### src/ksn_map.svh
`ifndef KSN_MAP_SVH
`define KSN_MAP_SVH

// Address space: bit 8 set selects the keyboard I/O ports
`define KSN_ADDR_W          9
`define KSN_IDX_SCAN_CFG    9'h066
`define KSN_IDX_NMI_CS      9'h067
`define KSN_IDX_SHADOW      9'h068
`define KSN_IO_DATA_PORT    9'h160
`define KSN_IO_CTRL_PORT    9'h161

// Scan configuration fields
`define KSN_CFG_RATE_LSB    0
`define KSN_CFG_STYLE_BIT   2
`define KSN_CFG_PRIM_BIT    3
`define KSN_CFG_SW_LSB      4
`define KSN_CFG_RESET       8'h00

// NMI control and status fields
`define KSN_NMI_KEY_FLAG    7
`define KSN_NMI_PER_FLAG    6
`define KSN_NMI_CTL_FLAG    5
`define KSN_NMI_KEY_EN      3
`define KSN_NMI_PER_EN      2
`define KSN_NMI_CTL_EN      1
`define KSN_NMI_RESET       8'h00

// Keyboard control port fields
`define KSN_CTRL_CLKGATE    6
`define KSN_CTRL_RESET      8'h00
`define KSN_DATA_RESET      8'h00

// Periodic rates
`define KSN_CLK_HZ          40000000
`define KSN_RATE0_HZ        51
`define KSN_RATE1_HZ        64
`define KSN_RATE2_HZ        85
`define KSN_RATE3_HZ        128
`define KSN_CNT_W           20

`endif

### src/ksn_pkg.sv
`default_nettype none
`include "ksn_map.svh"
package ksn_pkg;
   typedef logic [7:0] ksn_byte_t;
   typedef logic [`KSN_ADDR_W-1:0] ksn_addr_t;
   typedef logic [23:0] ksn_lines_t;
   typedef enum logic [1:0] {
      KSN_RATE_51  = 2'h0,
      KSN_RATE_64  = 2'h1,
      KSN_RATE_85  = 2'h2,
      KSN_RATE_128 = 2'h3
   } ksn_rate_t;
endpackage : ksn_pkg
`default_nettype wire

### src/ksn_rate_div.sv
`default_nettype none
module ksn_rate_div #(
   parameter int unsigned CNT_W = 20,
   parameter int unsigned DIV0  = 784313,
   parameter int unsigned DIV1  = 625000,
   parameter int unsigned DIV2  = 470588,
   parameter int unsigned DIV3  = 312500
) (
   input  wire logic              clk,
   input  wire logic              rst_sync_b,
   input  wire logic              run,
   input  wire ksn_pkg::ksn_rate_t sel,
   output logic                   tick
);
   import ksn_pkg::*;

   logic [CNT_W-1:0] cnt_q;
   logic [CNT_W-1:0] limit;

   // Last count of each period for the chosen rate, one less than its cycle count
   always_comb begin
      unique case (sel)
         KSN_RATE_51:  limit = CNT_W'(DIV0 - 1);
         KSN_RATE_64:  limit = CNT_W'(DIV1 - 1);
         KSN_RATE_85:  limit = CNT_W'(DIV2 - 1);
         KSN_RATE_128: limit = CNT_W'(DIV3 - 1);
      endcase
   end

   always_ff @(posedge clk or negedge rst_sync_b) begin
      if (!rst_sync_b) begin
         cnt_q <= '0;
      end else if (!run || cnt_q >= limit) begin
         cnt_q <= '0;
      end else begin
         cnt_q <= cnt_q + 1'b1;
      end
   end

   assign tick = run && (cnt_q >= limit);
endmodule : ksn_rate_div
`default_nettype wire

### src/ksn_top.sv
// Summary of operation
// RULE_01 - Rate select 00/01/10/11 gives periodic NMI at 51/64/85/128 Hz.
// RULE_02 - Rate select matters only while periodic enable bit 2 is set.
// RULE_03 - Periodic NMI runs regardless of scan style; usable as plain tick.
// RULE_04 - With keydown enable, any return line going low sets keydown flag.
// RULE_05 - Keydown flag also set by a rising drive line.
// RULE_06 - Writing bit 7 high clears keydown NMI and its flag.
// RULE_07 - Periodic flag bit 6 high while active; write 1 clears it.
// RULE_08 - Control-write flag bit 5 high while active; write 1 clears it.
// RULE_09 - Keydown enable bit 3 resets to 0; 1 enables keydown NMIs.
// RULE_10 - Scan style picks keydown source: drive lines 1, return lines 0.
// RULE_11 - Lines are levels; NMI holds while keydown persists and enabled.
// RULE_12 - Bit 7 clear is ignored while a keydown condition exists.
// RULE_13 - Software clears keydown enable first, then writes keydown flag.
// RULE_14 - Periodic enable bit 2 resets to 0; 1 gives periodic NMIs.
// RULE_15 - Software clears periodic flag before setting periodic enable.
// RULE_16 - Control enable bit 1: control port bit 6 rising write gives NMI.
// RULE_17 - Primary select 0: port read gives shift value, shadow last write.
// RULE_18 - Primary select 1: port read gives last write, shadow shift value.
// RULE_19 - Style 0 full scan on return lines; style 1 partial on drives.
// RULE_20 - Primary select resets to 0, serial keyboard; 1 selects matrix.
// RULE_21 - NMI request high while any flag active, low once all cleared.
//
// Strobed register access was left to the implementer.
`default_nettype none
`include "ksn_map.svh"
module ksn_top #(
   parameter int unsigned DIV0 = `KSN_CLK_HZ / `KSN_RATE0_HZ,
   parameter int unsigned DIV1 = `KSN_CLK_HZ / `KSN_RATE1_HZ,
   parameter int unsigned DIV2 = `KSN_CLK_HZ / `KSN_RATE2_HZ,
   parameter int unsigned DIV3 = `KSN_CLK_HZ / `KSN_RATE3_HZ
) (
   input  wire logic               clk,
   input  wire logic               rst_b,
   input  wire ksn_pkg::ksn_addr_t  addr,
   input  wire ksn_pkg::ksn_byte_t  wdata,
   input  wire logic               wr,
   input  wire logic               rd,
   output ksn_pkg::ksn_byte_t       rdata,
   input  wire ksn_pkg::ksn_lines_t return_lines,
   input  wire ksn_pkg::ksn_lines_t drive_lines,
   input  wire ksn_pkg::ksn_byte_t  kbd_shift_value,
   output logic                    kbd_clock_gate,
   output logic                    nmi_req
);
   import ksn_pkg::*;

   logic       rst_meta_q;
   logic       rst_sync_b;

   ksn_byte_t  cfg_q;
   logic       keydown_irq_on_q;
   logic       periodic_irq_on_q;
   logic       ctrl_write_irq_on_q;
   logic       key_flag_q;
   logic       periodic_flag_q;
   logic       ctrl_write_flag_q;
   ksn_byte_t  ctrl_port_q;
   ksn_byte_t  data_port_q;
   ksn_lines_t drive_prev_q;
   ksn_byte_t  rdata_q;
   logic       nmi_q;

   ksn_rate_t  scan_rate_sel;
   logic       scan_style;
   logic       matrix_primary_sel;
   logic       wr_cfg;
   logic       wr_nmi;
   logic       wr_shadow;
   logic       wr_data;
   logic       wr_ctrl;
   logic       return_key;
   logic       drive_key;
   logic       keydown_cond;
   logic       periodic_tick;
   logic       ctrl_rise;
   ksn_byte_t  nmi_view;
   ksn_byte_t  shadow_shift_value;
   ksn_byte_t  port_view;
   ksn_byte_t  rdata_d;
   logic       drive_rise;
   logic       drive_high;
   logic       key_set;
   logic       key_clr;
   logic       per_set;
   logic       per_clr;
   logic       ctl_set;
   logic       ctl_clr;
   logic       nmi_any;

   // Reset release through two flip-flops
   always_ff @(posedge clk or negedge rst_b) begin
      if (!rst_b) begin
         rst_meta_q <= 1'b0;
         rst_sync_b <= 1'b0;
      end else begin
         rst_meta_q <= 1'b1;
         rst_sync_b <= rst_meta_q;
      end
   end

   // Address decode
   assign wr_cfg    = wr && (addr == `KSN_IDX_SCAN_CFG);
   assign wr_nmi    = wr && (addr == `KSN_IDX_NMI_CS);
   assign wr_shadow = wr && (addr == `KSN_IDX_SHADOW);
   assign wr_data   = wr && (addr == `KSN_IO_DATA_PORT);
   assign wr_ctrl   = wr && (addr == `KSN_IO_CTRL_PORT);

   // Scan configuration fields
   assign scan_rate_sel      = ksn_rate_t'(cfg_q[`KSN_CFG_RATE_LSB +: 2]);
   assign scan_style         = cfg_q[`KSN_CFG_STYLE_BIT];
   assign matrix_primary_sel = cfg_q[`KSN_CFG_PRIM_BIT];

   always_ff @(posedge clk or negedge rst_sync_b) begin
      if (!rst_sync_b) begin
         cfg_q <= `KSN_CFG_RESET; // [RULE_20]
      end else if (wr_cfg) begin
         cfg_q <= wdata;
      end
   end

   // Keydown enable, bit 3
   always_ff @(posedge clk or negedge rst_sync_b) begin
      if (!rst_sync_b) begin
         keydown_irq_on_q <= 1'b0; // [RULE_09]
      end else if (wr_nmi) begin
         keydown_irq_on_q <= wdata[`KSN_NMI_KEY_EN]; // [RULE_09]
      end
   end

   // Periodic enable, bit 2
   always_ff @(posedge clk or negedge rst_sync_b) begin
      if (!rst_sync_b) begin
         periodic_irq_on_q <= 1'b0; // [RULE_14]
      end else if (wr_nmi) begin
         periodic_irq_on_q <= wdata[`KSN_NMI_PER_EN]; // [RULE_14]
      end
   end

   // Control-write enable, bit 1
   always_ff @(posedge clk or negedge rst_sync_b) begin
      if (!rst_sync_b) begin
         ctrl_write_irq_on_q <= 1'b0; // [RULE_16]
      end else if (wr_nmi) begin
         ctrl_write_irq_on_q <= wdata[`KSN_NMI_CTL_EN]; // [RULE_16]
      end
   end

   // Keydown detection on levels
   always_ff @(posedge clk or negedge rst_sync_b) begin
      if (!rst_sync_b) begin
         drive_prev_q <= '0;
      end else begin
         drive_prev_q <= drive_lines;
      end
   end

   // Any return line pulled low
   assign return_key = ~&return_lines; // [RULE_04]
   // Rising drive line, or a drive line held high
   assign drive_rise = |(drive_lines & ~drive_prev_q); // [RULE_05]
   assign drive_high = |drive_lines; // [RULE_11]
   assign drive_key  = drive_rise | drive_high;
   // Source chosen by scan style
   assign keydown_cond = scan_style ? drive_key   // [RULE_10] [RULE_19]
                                    : return_key;

   // Keydown flag strobes
   assign key_set = keydown_irq_on_q && keydown_cond; // [RULE_04] [RULE_11]
   assign key_clr = wr_nmi && wdata[`KSN_NMI_KEY_FLAG]
                    && !keydown_cond; // [RULE_06] [RULE_12]

   // Keydown flag
   always_ff @(posedge clk or negedge rst_sync_b) begin
      if (!rst_sync_b) begin
         key_flag_q <= 1'b0;
      end else if (key_set) begin
         // Set holds while the condition persists, and beats the clear
         key_flag_q <= 1'b1; // [RULE_04] [RULE_11] [RULE_12]
      end else if (key_clr) begin
         key_flag_q <= 1'b0; // [RULE_06] [RULE_12] [RULE_13]
      end
   end

   // Periodic source, independent of scan style
   ksn_rate_div #(
      .CNT_W (`KSN_CNT_W),
      .DIV0  (DIV0),
      .DIV1  (DIV1),
      .DIV2  (DIV2),
      .DIV3  (DIV3)
   ) u_rate_div (
      .clk        (clk),
      .rst_sync_b (rst_sync_b),
      .run        (periodic_irq_on_q), // [RULE_02] [RULE_03]
      .sel        (scan_rate_sel),     // [RULE_01]
      .tick       (periodic_tick)
   );

   // Periodic flag strobes
   assign per_set = periodic_tick; // [RULE_14]
   assign per_clr = wr_nmi && wdata[`KSN_NMI_PER_FLAG]; // [RULE_07]

   // Periodic flag, a tick beats the clear
   always_ff @(posedge clk or negedge rst_sync_b) begin
      if (!rst_sync_b) begin
         periodic_flag_q <= 1'b0;
      end else if (per_set) begin
         periodic_flag_q <= 1'b1; // [RULE_07] [RULE_14] [RULE_15]
      end else if (per_clr) begin
         periodic_flag_q <= 1'b0; // [RULE_07]
      end
   end

   // Keyboard control port and its write trap
   assign ctrl_rise = wr_ctrl && wdata[`KSN_CTRL_CLKGATE]
                      && !ctrl_port_q[`KSN_CTRL_CLKGATE]; // [RULE_16]

   // Stored control port value
   always_ff @(posedge clk or negedge rst_sync_b) begin
      if (!rst_sync_b) begin
         ctrl_port_q <= `KSN_CTRL_RESET;
      end else if (wr_ctrl) begin
         ctrl_port_q <= wdata;
      end
   end

   // Control-write flag strobes
   assign ctl_set = ctrl_write_irq_on_q && ctrl_rise; // [RULE_16]
   assign ctl_clr = wr_nmi && wdata[`KSN_NMI_CTL_FLAG]; // [RULE_08]

   // Control-write flag, a trapped write beats the clear
   always_ff @(posedge clk or negedge rst_sync_b) begin
      if (!rst_sync_b) begin
         ctrl_write_flag_q <= 1'b0;
      end else if (ctl_set) begin
         ctrl_write_flag_q <= 1'b1; // [RULE_16] [RULE_08]
      end else if (ctl_clr) begin
         ctrl_write_flag_q <= 1'b0; // [RULE_08]
      end
   end

   // Last value written to the data port, also reached as the shadow while primary select is 0
   always_ff @(posedge clk or negedge rst_sync_b) begin
      if (!rst_sync_b) begin
         data_port_q <= `KSN_DATA_RESET;
      end else if (wr_data || (wr_shadow && !matrix_primary_sel)) begin
         data_port_q <= wdata;
      end
   end

   // Port and shadow swap with the primary interface select
   assign port_view = matrix_primary_sel
                      ? data_port_q      // [RULE_18]
                      : kbd_shift_value; // [RULE_17]
   assign shadow_shift_value = matrix_primary_sel
                               ? kbd_shift_value // [RULE_18]
                               : data_port_q;    // [RULE_17]

   // Status view, reserved bits read zero
   always_comb begin
      nmi_view = 8'h00;
      nmi_view[`KSN_NMI_KEY_FLAG] = key_flag_q;
      nmi_view[`KSN_NMI_PER_FLAG] = periodic_flag_q;
      nmi_view[`KSN_NMI_CTL_FLAG] = ctrl_write_flag_q;
      nmi_view[`KSN_NMI_KEY_EN]   = keydown_irq_on_q;
      nmi_view[`KSN_NMI_PER_EN]   = periodic_irq_on_q;
      nmi_view[`KSN_NMI_CTL_EN]   = ctrl_write_irq_on_q;
   end

   // Read mux, unmapped addresses read zero
   always_comb begin
      unique case (addr)
         `KSN_IDX_SCAN_CFG: rdata_d = cfg_q;
         `KSN_IDX_NMI_CS:   rdata_d = nmi_view;
         `KSN_IDX_SHADOW:   rdata_d = shadow_shift_value;
         `KSN_IO_DATA_PORT: rdata_d = port_view;
         `KSN_IO_CTRL_PORT: rdata_d = ctrl_port_q;
         default:           rdata_d = 8'h00;
      endcase
   end

   // Read data stand one cycle after the strobe, zero otherwise
   always_ff @(posedge clk or negedge rst_sync_b) begin
      if (!rst_sync_b) begin
         rdata_q <= 8'h00;
      end else if (rd) begin
         rdata_q <= rdata_d;
      end else begin
         rdata_q <= 8'h00;
      end
   end

   // Combined NMI request, one cycle behind the flags
   assign nmi_any = key_flag_q | periodic_flag_q | ctrl_write_flag_q;

   always_ff @(posedge clk or negedge rst_sync_b) begin
      if (!rst_sync_b) begin
         nmi_q <= 1'b0;
      end else begin
         nmi_q <= nmi_any; // [RULE_21]
      end
   end

   assign rdata          = rdata_q;
   assign nmi_req        = nmi_q;
   assign kbd_clock_gate = ctrl_port_q[`KSN_CTRL_CLKGATE];
endmodule : ksn_top
`default_nettype wire

### config.mk
export PLATFORM = sky130hd
export DESIGN_NAME = ksn_top
export DESIGN_NICKNAME = d
export VERILOG_FILES = /design/src/ksn_pkg.sv /design/src/ksn_rate_div.sv /design/src/ksn_top.sv
export VERILOG_INCLUDE_DIRS = /design/src
export SDC_FILE = /design/constraint.sdc
export NUM_CORES = 1
export LEC_CHECK = 0
export BUFFER_PORTS_ARGS = -buffer_cell sky130_fd_sc_hd__buf_2
export CAP_MARGIN = 10
export CELL_PAD_IN_SITES_DETAIL_PLACEMENT = 0
export CELL_PAD_IN_SITES_GLOBAL_PLACEMENT = 1
export CORE_MARGIN = 5
export CORE_UTILIZATION = 41
export CTS_CLUSTER_DIAMETER = 120
export DETAILED_ROUTE_END_ITERATION = 16
export GPL_ROUTABILITY_DRIVEN = 1
export PLACE_DENSITY = 0.78
export SLEW_MARGIN = 40
export SYNTH_ARGS = -nofsm -noshare
export SYNTH_HDL_FRONTEND = slang
export SYNTH_SLANG_ARGS = --single-unit
### constraint.sdc
create_clock -name clk -period 2.19 [get_ports clk]
set_clock_uncertainty 0.05 [all_clocks]
set_input_delay 0.1095 -clock clk [delete_from_list [all_inputs] [get_ports clk]]
set_output_delay 0.1095 -clock clk [all_outputs]
set_load 0.02 [all_outputs]
; Yosys cells after proc, flatten, opt, wreduce, memory -nomap -nowiden
; Cells that the tools add are included.
; Widths: inputs -> output; s select.
[word_totals]
ff_bits = 85
latch_bits = 0
ram_bits = 0
romBits = 0
inputBits = 77
out_inout_bits = 10
elab_cells = 72
n_memories = 0
[op_classes]
n_addsub = 1
multipliers = 0
div = 0
n_lt_le_gt_ge = 1
n_eq_ne = 8
shift = 0
muxes = 13
n_bitwise = 5
reduce_logical = 29
[ops]
columns = operator, count
row1 = $pmux 20 s4, 1
row2 = $reduce_or 24->1, 2
row3 = $pmux 8 s5, 1
row4 = $eq 9x7->1 const B, 3
row5 = $and 24x24->24, 1
row6 = $mux 8, 3
row7 = $not 24->24, 1
row8 = $reduce_and 24->1, 1
row9 = $add 20x1->20 const B, 1
row10 = $ge 20x20->1, 1
row11 = $mux 20, 1
row12 = $eq 9x9->1 const B, 2
row13 = $logic_and 1x1->1, 15
row14 = $mux 1, 7
row15 = $reduce_bool 2->1, 3
row16 = $logic_not 1->1, 5
row17 = $eq 2x2->1 const B, 2
row18 = $or 1x1->1, 3
row19 = $eq 2x1->1 const B, 1
row20 = $logic_not 2->1, 1
row21 = $logic_or 1x1->1, 2

; Longest topological paths before layout
; Gate-level depths: netlist of run 1.
[depth]
depth_word = 9
mapped_depth = 11
mapped_depth_nobuf = 10

; Hierarchy
; From an unflattened synthesis of run 1, not the netlist that was laid out.
[hier_totals]
hier_cells = 385
hier_area_um2 = 4145.2
[modules_own_cells]
columns = mod, instances, cells_each, area_per_inst_um2, seq_area_each_um2
row1 = ksn_top, 1, 215, 2509.9, 1176.1
row2 = ksn_rate_div, 1, 170, 1635.3, 500.5

; Worst setup path after synthesis of run 1
; No wires, ideal clock.
[synth_path]
path_kind = flip-flop to flip-flop
from = register cfg_q[0]
to = register u_rate_div.cnt_q[18]
t_arrival_ns = 2.282
setup_slack_ns = -0.260
stages_incl_launch_ff = 11
n_path_buf = 1
path_cell_list = dfrtp_1 -> inv_1 -> ha_1 -> inv_1 -> o21ai_0 -> ha_1 -> nand3_1 -> or4_4 -> o211ai_2 -> buf_6 -> nor2_1
[synth_via]
elab_chain_len = 5
[synth_rtl]
columns = element, line_no
row1 = from (decl), ksn_top.sv:51  ; ksn_byte_t cfg_q;
row2 = from (signal assigned), ksn_top.sv:116  ; cfg_q <= `KSN_CFG_RESET;
row3 = from (signal assigned), ksn_top.sv:118  ; cfg_q <= wdata;
row4 = $eq 2x2->1 (tied with other cells), ksn_rate_div.sv:22  ; unique case (sel)
row5 = $pmux 20 s4 *, ksn_rate_div.sv:22
row6 = $ge 20x20->1 *, ksn_rate_div.sv:33  ; end else if (!run || cnt_q >= limit) begin
row7 = $logic_or 1x1->1 *, ksn_rate_div.sv:33
row8 = $mux 20 *, ksn_rate_div.sv:33
row9 = to (signal assigned), ksn_rate_div.sv:36  ; cnt_q <= cnt_q + 1'b1;
row10 = to (decl), ksn_rate_div.sv:17  ; logic [CNT_W-1:0] cnt_q;
; Every way passes the cells marked *; elsewhere a longest branch is shown, timed or not. The select of a mux whose other input is x is not followed.
; A chain may end at the register's enable or synchronous reset.

; Final worst setup path of run 1
[layout_path]
from = register cfg_q[1]
to = register u_rate_div.cnt_q[14]
; Same word-level chain as after synthesis.

==> results by group, run 1 <==
Setup path
  – Crit path from: cfg_q[1]
  – Reg-to-Reg Start: cfg_q[1]
  – CP max-delay cell: dfrtp_2
  – Crit. End Element: flop
  – CP peak stage delay: 0.46 ns
  – Required @ worst endpoint: 2.41 ns
  – Arr. time, crit path: 2.56 ns
  – Kind of critical path: flop to flop
  – CP Launch Type: flop
  – Worst path cell trace: buf_4, ha_1, ha_1, a31oi_1, o21ai_0, a221oi_2, buf_4, o211ai_4, buf_6, nor2_2
  – R2R Path End: u_rate_div.cnt_q[14]
  – CP Max Fanout: 8
  – Worst R2R Setup Slack: -0.15 ns
  – Worst setup path endpoint: u_rate_div.cnt_q[14]
  – R2R depth: 10

CTS
  – CTS root buffer: clkbuf_8
  – CTS Sinks: 64
  – Clock Latency Late Sink: 0.34 ns
  – Clock Tree Buf Depth: 2
  – Clock slew at reported path FFs: 0.08 ns
  – CTS Buf Count: 9
  – CTS HTree Levels: 3
  – CTS tree: done

Global route
  – Vias in the first global route: 3,299
  – Antenna violations before repair: 0
  – Gr ovfl total: 0
  – Total Routing Usage GR: 18.3%
  – Largest net degree at the start of global routing: 41
  – First-pass GRT wire length: 16.5 mm

STA
  – Fmax: 0.427 GHz
  – Final worst-path cycle share: 107%
  – Final setup margin: -0.152 ns
  – Tmin final: 2.34 ns
  – Relative slew slack: 58.6%
  – Slew Limit Fails: 0
  – RSZ-0062 raised after global routing: yes
  – Worst-margin pin slew: 0.618 ns
  – Setup TNS: -2.66 ns
  – Setup-violating endpoint count in the final report: 21
  – Final Hold Fails: 0

Logic synthesis
  – Cell Area, Synth: 3670 um2
  – Number of flops mapped to enable cells by yosys: 0
  – Post-synthesis sequential area ratio: 43.6%
  – Mapped Cells: 353
  – Async SR Flop Fraction: 100%
  – Synth area leaders: dfrtp_1 44%, mux2_2 8.6%, ha_1 8.2%
  – Synth top area share: 43.6%
  – Post-synth cell types: 54
  – Mean post-synth cell area: 10.4 um2
  – Seq cells post-synth: 64
  – Synth Warn #: 0
  – Synth Net Count: 454
  – Ys flop type: dfrtp_1
  – Yosys top cell by area: dfrtp_1

Cells and area
  – Final #Nets: 576
  – Area grow syn2layout: 35.0%
  – Fillers: 763
  – Core Util, Final: 56.8%
  – Ant diodes: 0
  – Share of layout cells above drive strength 1: 41.9%

Die
  – Die width: 105 um
  – Core area: 8720 um2
  – I/O pin cnt: 87
  – DIE HEIGHT: 105 um
  – Initial core utilization: 42.1%
  – Die area: 10,900 um2
  – Site row count: 34

Pwr
  – Pleak: 2.19 nW
  – Sw Ratio: 25.8%
  – Share of total power in combinational logic: 10.9%
  – Final total power: 2.58 mW
  – Clock power share: 40.8%
  – Peak VDD IR: 0.256 mV
  – Pwr dens: 521 nW/um2
  – Switch Pwr: 0.667 mW
  – Register share of total power: 48.3%
  – Cell Int Power: 1.92 mW

Drt
  – Routed len/inst: 17.1 um
  – TritonRoute pass-1 iters: 4
  – DRT iter0 DRCs: 169
  – Antenna Nets Post-Route: 0
  – Met3 Routed Length: 803 um
  – DR vias/cell: 5.51
  – Routed wl met2: 4.71 mm
  – Top sig layer: met4
  – Wl on met1: 4.47 mm
  – Drt drc: 0
  – Final Routed Wirelength: 10.0 mm
  – Vias: 3,242

Place
  – RePlAce Congestion: 0.799
  – Post-DP HPWL: 7.16 mm
  – PortBufs: 86

Min path
  – Hold WC Path Type: primary input to flop

Flow run
  – Max cap viols: 0

Outcome
  – Failing checks: setup timing
  – Outcome: complete, but fails checks
## cell usage after synthesis (all sizes together), types with 11 or more instances
library cell,count
buf,11
dfrtp,64
ha,24
inv,14
mux2,28
nand2,22
nand3,13
nand4,15
nor2,38
o21ai,15
xor2,13
## cells by family (layout without fill, tap and decap cells)
| logic type | Yosys count | in the layout | share of synthesized area [%] |
|---|---|---|---|
| adder cells (fa/ha/maj) | 24 | 24 | 8.18 |
| AND/OR/NAND/NOR | 123 | 123 | 18.2 |
| flip-flops | 64 | 64 | 43.6 |
| buffers and inverters | 27 | 154 | 3.54 |
| other | 1 | 1 | 0.102 |
| AO/OA/AOI/OAI | 62 | 62 | 11.9 |
| XOR/XNOR | 21 | 21 | 5.01 |
| multiplexers | 31 | 31 | 9.40 |
## cell type report
| type | instances | area, um2 | area share [%] |
|---|---|---|---|
| clock inverter | 6 | 66.3 | 1.34 |
| sequential | 64 | 1610 | 32.4 |
| clock buffer | 10 | 138 | 2.78 |
| timing repair buffer | 124 | 776 | 15.6 |
| inverter | 14 | 62.6 | 1.26 |
| multi-input combinational | 262 | 2170 | 43.9 |
| tap | 108 | 135 | 2.73 |
## state kept, by name (all words and copies together), names as in the netlist
name	count
cfg_q	8
ctrl_port_q	8
ctrl_write_flag_q	1
ctrl_write_irq_on_q	1
data_port_q	8
drive_prev_q	3
key_flag_q	1
keydown_irq_on_q	1
nmi_req	1
periodic_flag_q	1
periodic_irq_on_q	1
rdata	8
rst_meta_q	1
rst_sync_b	1
u_rate_div.cnt_q	20
## cell usage in the layout (no fill, tap or decap), drive strengths merged, types with 13 or more instances in the layout
cell,count
buf,111
dfrtp,64
dlygate4sd3,13
ha,24
inv,14
mux2,28
nand2,22
nand3,13
nand4,15
nor2,38
o21ai,15
xor2,13
## layer usage
metal | global-route usage (%) | vias up
li1 | - | 1535
met1 | 25.7 | 1552
met2 | 28.4 | 146
met3 | 4.32 | 9
met4 | 4.93 | 0
met5 | 0 | -
## through the flow
step | hold WS, ns | setup WS (ns) | cells | instance area (um2)
floorplan | -0.236 | 0.00503 | 353 | 3710
global placement | -0.154 | -0.169 | 553 | 4350
detailed placement | -0.148 | -0.218 | 553 | 4350
CTS | 0.00245 | -0.0996 | 585 | 4820
global route | 0.0107 | -0.273 | 588 | 4960
finish | 0.0202 | -0.152 | 588 | 4960
## worst min-delay path by stage
stage             start        endpoint  slack, ns  cells after the start
6_report       wdata[1]  ctrl_port_q[1]       0.02                      2
2_1_floorplan     rst_b      rst_meta_q      -0.24                      0
4_1_cts        wdata[2]        cfg_q[2]      0.002                      2
3_3_place_gp      rst_b      rst_meta_q      -0.15                      1
5_1_grt        wdata[2]        cfg_q[2]       0.01                      2
3_5_place_dp      rst_b      rst_meta_q      -0.15                      1
## power groups by stage
stage | sequential [mW] | clock (mW) | combinational (mW)
3_5_place_dp | 1.27 | 0 | 0.239
2_1_floorplan | 1.28 | 0 | 0.0910
3_3_place_gp | 1.27 | 0 | 0.233
6_report | 1.25 | 1.05 | 0.282
4_1_cts | 1.25 | 1.07 | 0.271
5_1_grt | 1.25 | 1.13 | 0.311
## worst max-delay path: cells and delay by family (launching register included)
family	cells	cell delay, ns
AO/OA/AOI/OAI	4	0.69
buffers and inverters	3	0.49
adder cells (fa/ha/maj)	2	0.48
flip-flops	1	0.46
AND/OR/NAND/NOR	1	0.11
## timing repair
| action | in CTS | in global routing |
|---|---|---|
| setup endpoints to repair | 21 | 21 |
| buffers inserted | 2 | 3 |
| pin swaps | 8 | 11 |
| gates resized for setup | 26 | 23 |
| hold buffers | 13 | 0 |
| endpoints found under the hold margin | 22 | 0 |
| cloned | 1 | 0 |
Note: power is estimated with default switching activity, not from simulation.
==> run 2: changes to the inputs <==
--- a/config.mk
+++ b/config.mk
@@ -10,12 +10,12 @@
 export CAP_MARGIN = 10
 export CELL_PAD_IN_SITES_DETAIL_PLACEMENT = 0
 export CELL_PAD_IN_SITES_GLOBAL_PLACEMENT = 1
-export CORE_MARGIN = 5
-export CORE_UTILIZATION = 41
+export CORE_UTILIZATION = 35
 export CTS_CLUSTER_DIAMETER = 120
+export CTS_CLUSTER_SIZE = 10
 export DETAILED_ROUTE_END_ITERATION = 16
 export GPL_ROUTABILITY_DRIVEN = 1
-export PLACE_DENSITY = 0.78
+export PLACE_DENSITY = 0.68
 export SLEW_MARGIN = 40
 export SYNTH_ARGS = -nofsm -noshare
 export SYNTH_HDL_FRONTEND = slang
==> run 2 against run 1 <==
Effect of this change:
- the run still ends with setup timing left
- final cell count rose by 6.0%
- cell area rose by 2.7%
- first-iteration DRC count fell by 57%
- combinational power rose by 3%
- total power rose by 4.5%
- critical path type unchanged
- largest power group unchanged
==> results by group, run 2 (synthesized netlist as in run 1, its figures left out) <==
Outcome
  – Outcome: complete, but fails checks
  – Failing checks: setup timing

CTS
  – Clock Latency Late Sink: 0.34 ns
  – Clock slew at reported path FFs: 0.07 ns
  – CTS Sinks: 64
  – CTS tree: done
  – CTS root buffer: clkbuf_8
  – CTS Buf Count: 9
  – CTS HTree Levels: 3
  – Clock Tree Buf Depth: 2

Global route
  – Vias in the first global route: 3,224
  – First-pass GRT wire length: 15.7 mm
  – Antenna violations before repair: 0
  – Total Routing Usage GR: 18.5%
  – Largest net degree at the start of global routing: 24
  – Gr ovfl total: 0

Setup path
  – CP Max Fanout: 6
  – R2R depth: 9
  – Required @ worst endpoint: 2.37 ns
  – Reg-to-Reg Start: cfg_q[0]
  – CP Launch Type: flop
  – Worst R2R Setup Slack: -0.1 ns
  – Kind of critical path: flop to flop
  – Arr. time, crit path: 2.46 ns
  – R2R Path End: u_rate_div.cnt_q[2]
  – Crit. End Element: flop

STA
  – Setup TNS: -1.71 ns
  – Slew Limit Fails: 0
  – Fmax: 0.437 GHz
  – RSZ-0062 raised after global routing: yes
  – Worst-margin pin slew: 0.702 ns
  – Tmin final: 2.29 ns
  – Final setup margin: -0.0963 ns
  – Relative slew slack: 52.9%
  – Final worst-path cycle share: 104%
  – Setup-violating endpoint count in the final report: 21
  – Final Hold Fails: 0

Cells and area
  – Fillers: 953
  – Core Util, Final: 49.8%
  – Ant diodes: 0
  – Final #Nets: 583
  – Area grow syn2layout: 38.6%
  – Share of layout cells above drive strength 1: 42.9%
  – Most frequent cells in the layout: 86 x buf_2, 62 x dfrtp_1, 28 x mux2_2, 25 x buf_4, 22 x nand2_1
  – Most common cell after layout, fill and taps aside: buf_2
  – Largest reg by FF count: u_rate_div.cnt_q
  – Largest register FFs: 20

Drt
  – Final Routed Wirelength: 9.59 mm
  – TritonRoute pass-1 iters: 4
  – DR vias/cell: 5.11
  – Antenna Nets Post-Route: 0
  – Drt drc: 0
  – DRT iter0 DRCs: 72
  – Vias: 3,186
  – Routed len/inst: 15.4 um

Pwr
  – Cell Int Power: 2.04 mW
  – Peak VDD IR: 0.258 mV
  – Switch Pwr: 0.663 mW
  – Clock power share: 43.3%
  – Share of total power in combinational logic: 10.7%
  – Register share of total power: 46.0%
  – Pleak: 2.24 nW
  – Pwr dens: 530 nW/um2
  – Sw Ratio: 24.6%

Place
  – Post-DP HPWL: 7.19 mm
  – RePlAce Congestion: 0.849
  – Pre-CTS WS: -0.171 ns
  – PortBufs: 86

Die
  – Core area: 10,200 um2
  – Die width: 104 um
  – DIE HEIGHT: 104 um
  – Initial core utilization: 35.9%
  – Die area: 10,900 um2
  – I/O pin cnt: 87
  – Site row count: 37

Min path
  – Hold WC Path Type: primary input to asynchronous set/reset pin

Flow run
  – Max cap viols: 0
[run 2: cell count changes in the layout (fill, tap and decap cells not counted), moves of 2 or more]
| cell | previous run | this run |
|---|---|---|
| buf_4 | 20 | 25 |
| nor2_1 | 26 | 21 |
| nor2_2 | 10 | 12 |
| nor2_4 | 2 | 5 |
[run 2: cell type report]
class / count / area (um2) / share of cell area [%]
clock buffer: 10 / 138 / 2.70
clock inverter: 6 / 91.3 / 1.79
inverter: 14 / 62.6 / 1.23
multi-input combinational: 262 / 2190 / 42.9
sequential: 64 / 1600 / 31.5
tap: 136 / 170 / 3.34
timing repair buffer: 131 / 840 / 16.5
[run 2: what timing repair did]
| action | in CTS | in global routing |
|---|---|---|
| setup endpoints to repair | 21 | 21 |
| hold buffers | 13 | 0 |
| gates resized for setup | 29 | 26 |
| cloned | 1 | 0 |
| setup buffers | 5 | 1 |
| hold endpoints to repair | 24 | 0 |
| pin swaps | 24 | 10 |
[run 2: worst max-delay path by stage]
stage / start / endpoint / slack [ns] / cells past startpoint
after floorplan: cfg_q[0] / periodic_flag_q / 0.005 / 10
after global placement: cfg_q[1] / periodic_flag_q / -0.13 / 10
after detailed placement: cfg_q[1] / u_rate_div.cnt_q[4] / -0.17 / 10
after CTS: cfg_q[1] / u_rate_div.cnt_q[3] / -0.12 / 10
after global routing: cfg_q[1] / u_rate_div.cnt_q[3] / -0.19 / 10
final: cfg_q[0] / u_rate_div.cnt_q[2] / -0.1 / 9
[run 2: metrics by stage]
stage	power, mW	cells	hold WS [ns]	cell area [um2]
2_1_floorplan	1.37	353	-0.236	3710
3_3_place_gp	1.51	587	-0.153	4430
3_5_place_dp	1.51	587	-0.150	4430
4_1_cts	2.72	622	0.00497	4960
5_1_grt	2.82	623	0.0117	5090
6_report	2.70	623	0.0267	5090
[run 2: power groups by stage]
stage | clock network (mW) | logic (mW) | registers (mW)
4_1_cts | 1.20 | 0.284 | 1.24
3_5_place_dp | 0 | 0.250 | 1.26
5_1_grt | 1.25 | 0.321 | 1.25
6_report | 1.17 | 0.290 | 1.24
2_1_floorplan | 0 | 0.0910 | 1.28
3_3_place_gp | 0 | 0.248 | 1.26
[run 2: layer usage]
layer / part of all wire (%) / wire length [um] / global-route usage, % / vias to the layer above
met3: 3.5 / 335 / 2.88 / 11
met5: 0 / 0 / 0 / -
met2: 49 / 4690 / 30.1 / 84
met4: 1.2 / 118 / 7.24 / 0
met1: 46 / 4450 / 24.6 / 1535
li1: - / - / - / 1556
[run 2: critical path: stages, from the launching register on]
cell and delay [ns]:
dfrtp_2 0.43, inv_4 0.08, buf_6 0.12, ha_4 0.15, ha_4 0.25, nand2_1 0.06
or4_4 0.54, o211ai_4 0.25, buf_6 0.19, nor2_1 0.05
==> run 3: changes to the inputs <==
--- a/config.mk
+++ b/config.mk
@@ -11,6 +11,7 @@
 export CELL_PAD_IN_SITES_DETAIL_PLACEMENT = 0
 export CELL_PAD_IN_SITES_GLOBAL_PLACEMENT = 1
 export CORE_UTILIZATION = 35
+export CTS_BUF_LIST = sky130_fd_sc_hd__clkbuf_16
 export CTS_CLUSTER_DIAMETER = 120
 export CTS_CLUSTER_SIZE = 10
 export DETAILED_ROUTE_END_ITERATION = 16
==> run 3 against run 2 <==
Effect of this change:
- the run still ends with setup timing left
- setup slack improved by 0.010 ns
- total power rose by 14%
- hold slack got worse by 0.017 ns
- utilization rose by 0.22 points
- die area did not move
- combinational power fell by 3%
- clock power rose by 32%
- maximum frequency rose by 0.45%
- sequential share of layout area fell by 0.14 points
- first-iteration DRC count rose by 5.6%
- global-route usage rose by 0.12 points
- non-clock buffer count fell by 5
- largest cell class unchanged
==> results by group, run 3 (synthesized netlist as in run 1, its figures left out) <==
Outcome
  – Outcome: complete, but fails checks
  – Failing checks: setup timing

Global route
  – Gr ovfl total: 0
  – Global route hottest layer: met2
  – Vias in the first global route: 3,214
  – GRT met3 Usage: 2.94%
  – First-pass GRT wire length: 15.7 mm
  – Met1 usage: 24.5%
  – Total Routing Usage GR: 18.6%
  – Antenna violations before repair: 0
  – Met2 Use GR: 30.0%
  – Largest net degree at the start of global routing: 24

Pwr
  – Sw Ratio: 23.5%
  – Pleak: 2.25 nW
  – Pwr dens: 601 nW/um2
  – Cell Int Power: 2.35 mW
  – Register share of total power: 40.5%
  – Peak VDD IR: 0.383 mV
  – Share of total power in combinational logic: 9.2%
  – Final total power: 3.07 mW
  – Clock power share: 50.4%
  – Switch Pwr: 0.721 mW

STA
  – Slew Limit Fails: 0
  – Setup-violating endpoint count in the final report: 21
  – Tmin final: 2.28 ns
  – Final worst-path cycle share: 104%
  – Relative slew slack: 52.8%
  – Fmax: 0.439 GHz
  – RSZ-0062 raised after global routing: yes
  – Final Hold Fails: 0
  – Setup TNS: -1.46 ns
  – Final setup margin: -0.0862 ns
  – Worst-margin pin slew: 0.703 ns
  – Hold WS: 0.00939 ns

CTS
  – CTS Sinks: 64
  – CTS HTree Levels: 3
  – CTS Buf Count: 9
  – Clock Tree Buf Depth: 2
  – CTS tree: done
  – CTS root buffer: clkbuf_16
  – Clock slew at reported path FFs: 0.06 ns
  – Clock Latency Late Sink: 0.33 ns

Drt
  – TritonRoute pass-1 iters: 4
  – Antenna Nets Post-Route: 0
  – Drt drc: 0
  – Final Routed Wirelength: 9.59 mm
  – DR vias/cell: 5.16
  – Vias: 3,189
  – Routed len/inst: 15.5 um
  – DRT iter0 DRCs: 76

Cells and area
  – Largest reg by FF count: u_rate_div.cnt_q
  – Area grow syn2layout: 39.3%
  – Fillers: 958
  – Ant diodes: 0
  – Layout Cells excl Fill: 618
  – Area of the multi-input gates: 2180 um2
  – Largest register FFs: 20
  – Share of layout cells above drive strength 1: 42.9%
  – Most frequent cells in the layout: 86 x buf_2, 62 x dfrtp_1, 28 x mux2_2, 26 x buf_4
  – Final #Nets: 578
  – Most common cell after layout, fill and taps aside: buf_2
  – Reg area: 1600 um2

Flow run
  – Max cap viols: 0

Die
  – Initial core utilization: 35.9%
  – Site row count: 37
  – Die width: 104 um
  – Core area: 10,200 um2
  – DIE HEIGHT: 104 um
  – I/O pin cnt: 87
  – Die area: 10,900 um2

Setup path
  – CP Max Fanout: 8
  – Crit. End Element: flop
  – CP Launch Type: flop
  – Arr. time, crit path: 2.45 ns
  – Required @ worst endpoint: 2.36 ns
  – Kind of critical path: flop to flop

Min path
  – Hold WC Path Type: primary input to flop

Place
  – Placed insts: 587
  – PortBufs: 86
  – Pre-CTS WS: -0.171 ns
  – RePlAce Congestion: 0.849
  – Post-DP HPWL: 7.19 mm
[run 3: cell count changes in the layout (fill, tap and decap cells not counted), moves of 2 or more]
cell,before,now
nor2_4,5,3
dlygate4sd3_1,13,8
clkbuf_16,0,9
clkbuf_8,10,0
[run 3: power groups by stage]
stage / combinational [mW] / sequential [mW] / clock [mW]
2_1_floorplan: 0.0910 / 1.28 / 0
3_3_place_gp: 0.248 / 1.26 / 0
3_5_place_dp: 0.250 / 1.26 / 0
4_1_cts: 0.277 / 1.24 / 1.57
5_1_grt: 0.312 / 1.25 / 1.63
6_report: 0.281 / 1.24 / 1.55
[run 3: stage by stage]
| stage | cell area, um2 | utilization (%) |
|---|---|---|
| finish | 5110 | 50.0 |
| global route | 5110 | 50.0 |
| CTS | 5000 | 48.9 |
| detailed placement | 4430 | 43.3 |
| global placement | 4430 | 43.3 |
| floorplan | 3710 | - |
[run 3: area by class of cell]
class / instances / area share [%]
multi-input combinational: 262 / 42.6
sequential: 64 / 31.4
timing repair buffer: 126 / 15.3
clock buffer: 9 / 4.40
tap: 136 / 3.33
clock inverter: 7 / 1.86
inverter: 14 / 1.17
[run 3: worst paths after layout]
| path | from | endpoint | slack (ns) | cells past startpoint |
|---|---|---|---|---|
| max | cfg_q[1] | u_rate_div.cnt_q[14] | -0.09 | 10 |
| min | wdata[3] | ctrl_port_q[3] | 0.009 | 2 |
| max reg2reg | cfg_q[1] | u_rate_div.cnt_q[14] | -0.09 | 10 |
| min reg2reg | rst_sync_b | u_rate_div.cnt_q[4] | 0.07 | 0 |
| min in group asynchronous | rst_b | rst_meta_q | 0.04 | 2 |
| max in group asynchronous | rst_sync_b | ctrl_port_q[6] | 1.53 | 1 |
[run 3: critical path, cell delays in order (launching register included)]
cell	delay (ns)
dfrtp_1	0.41
inv_4	0.08
buf_4	0.14
ha_1	0.23
ha_1	0.30
nand3_1	0.10
nor3_2	0.23
a211oi_2	0.13
o211ai_4	0.26
buf_6	0.20
nor2_1	0.05
[run 3: metal layers]
| metal | share of wire [%] | vias to the layer above |
|---|---|---|
| met5 | 0 | - |
| met4 | 2.0 | 0 |
| met3 | 3.7 | 16 |
| met2 | 49 | 91 |
| met1 | 45 | 1536 |
| li1 | - | 1546 |
[run 3: what timing repair did]
action                     CTS  global route
setup endpoints to repair   21            21
buffers inserted             5             1
gates cloned                 1             0
hold buffers                 8             0
pin swaps                   25             7
hold endpoints to repair    13             0
gates resized for setup     29            21
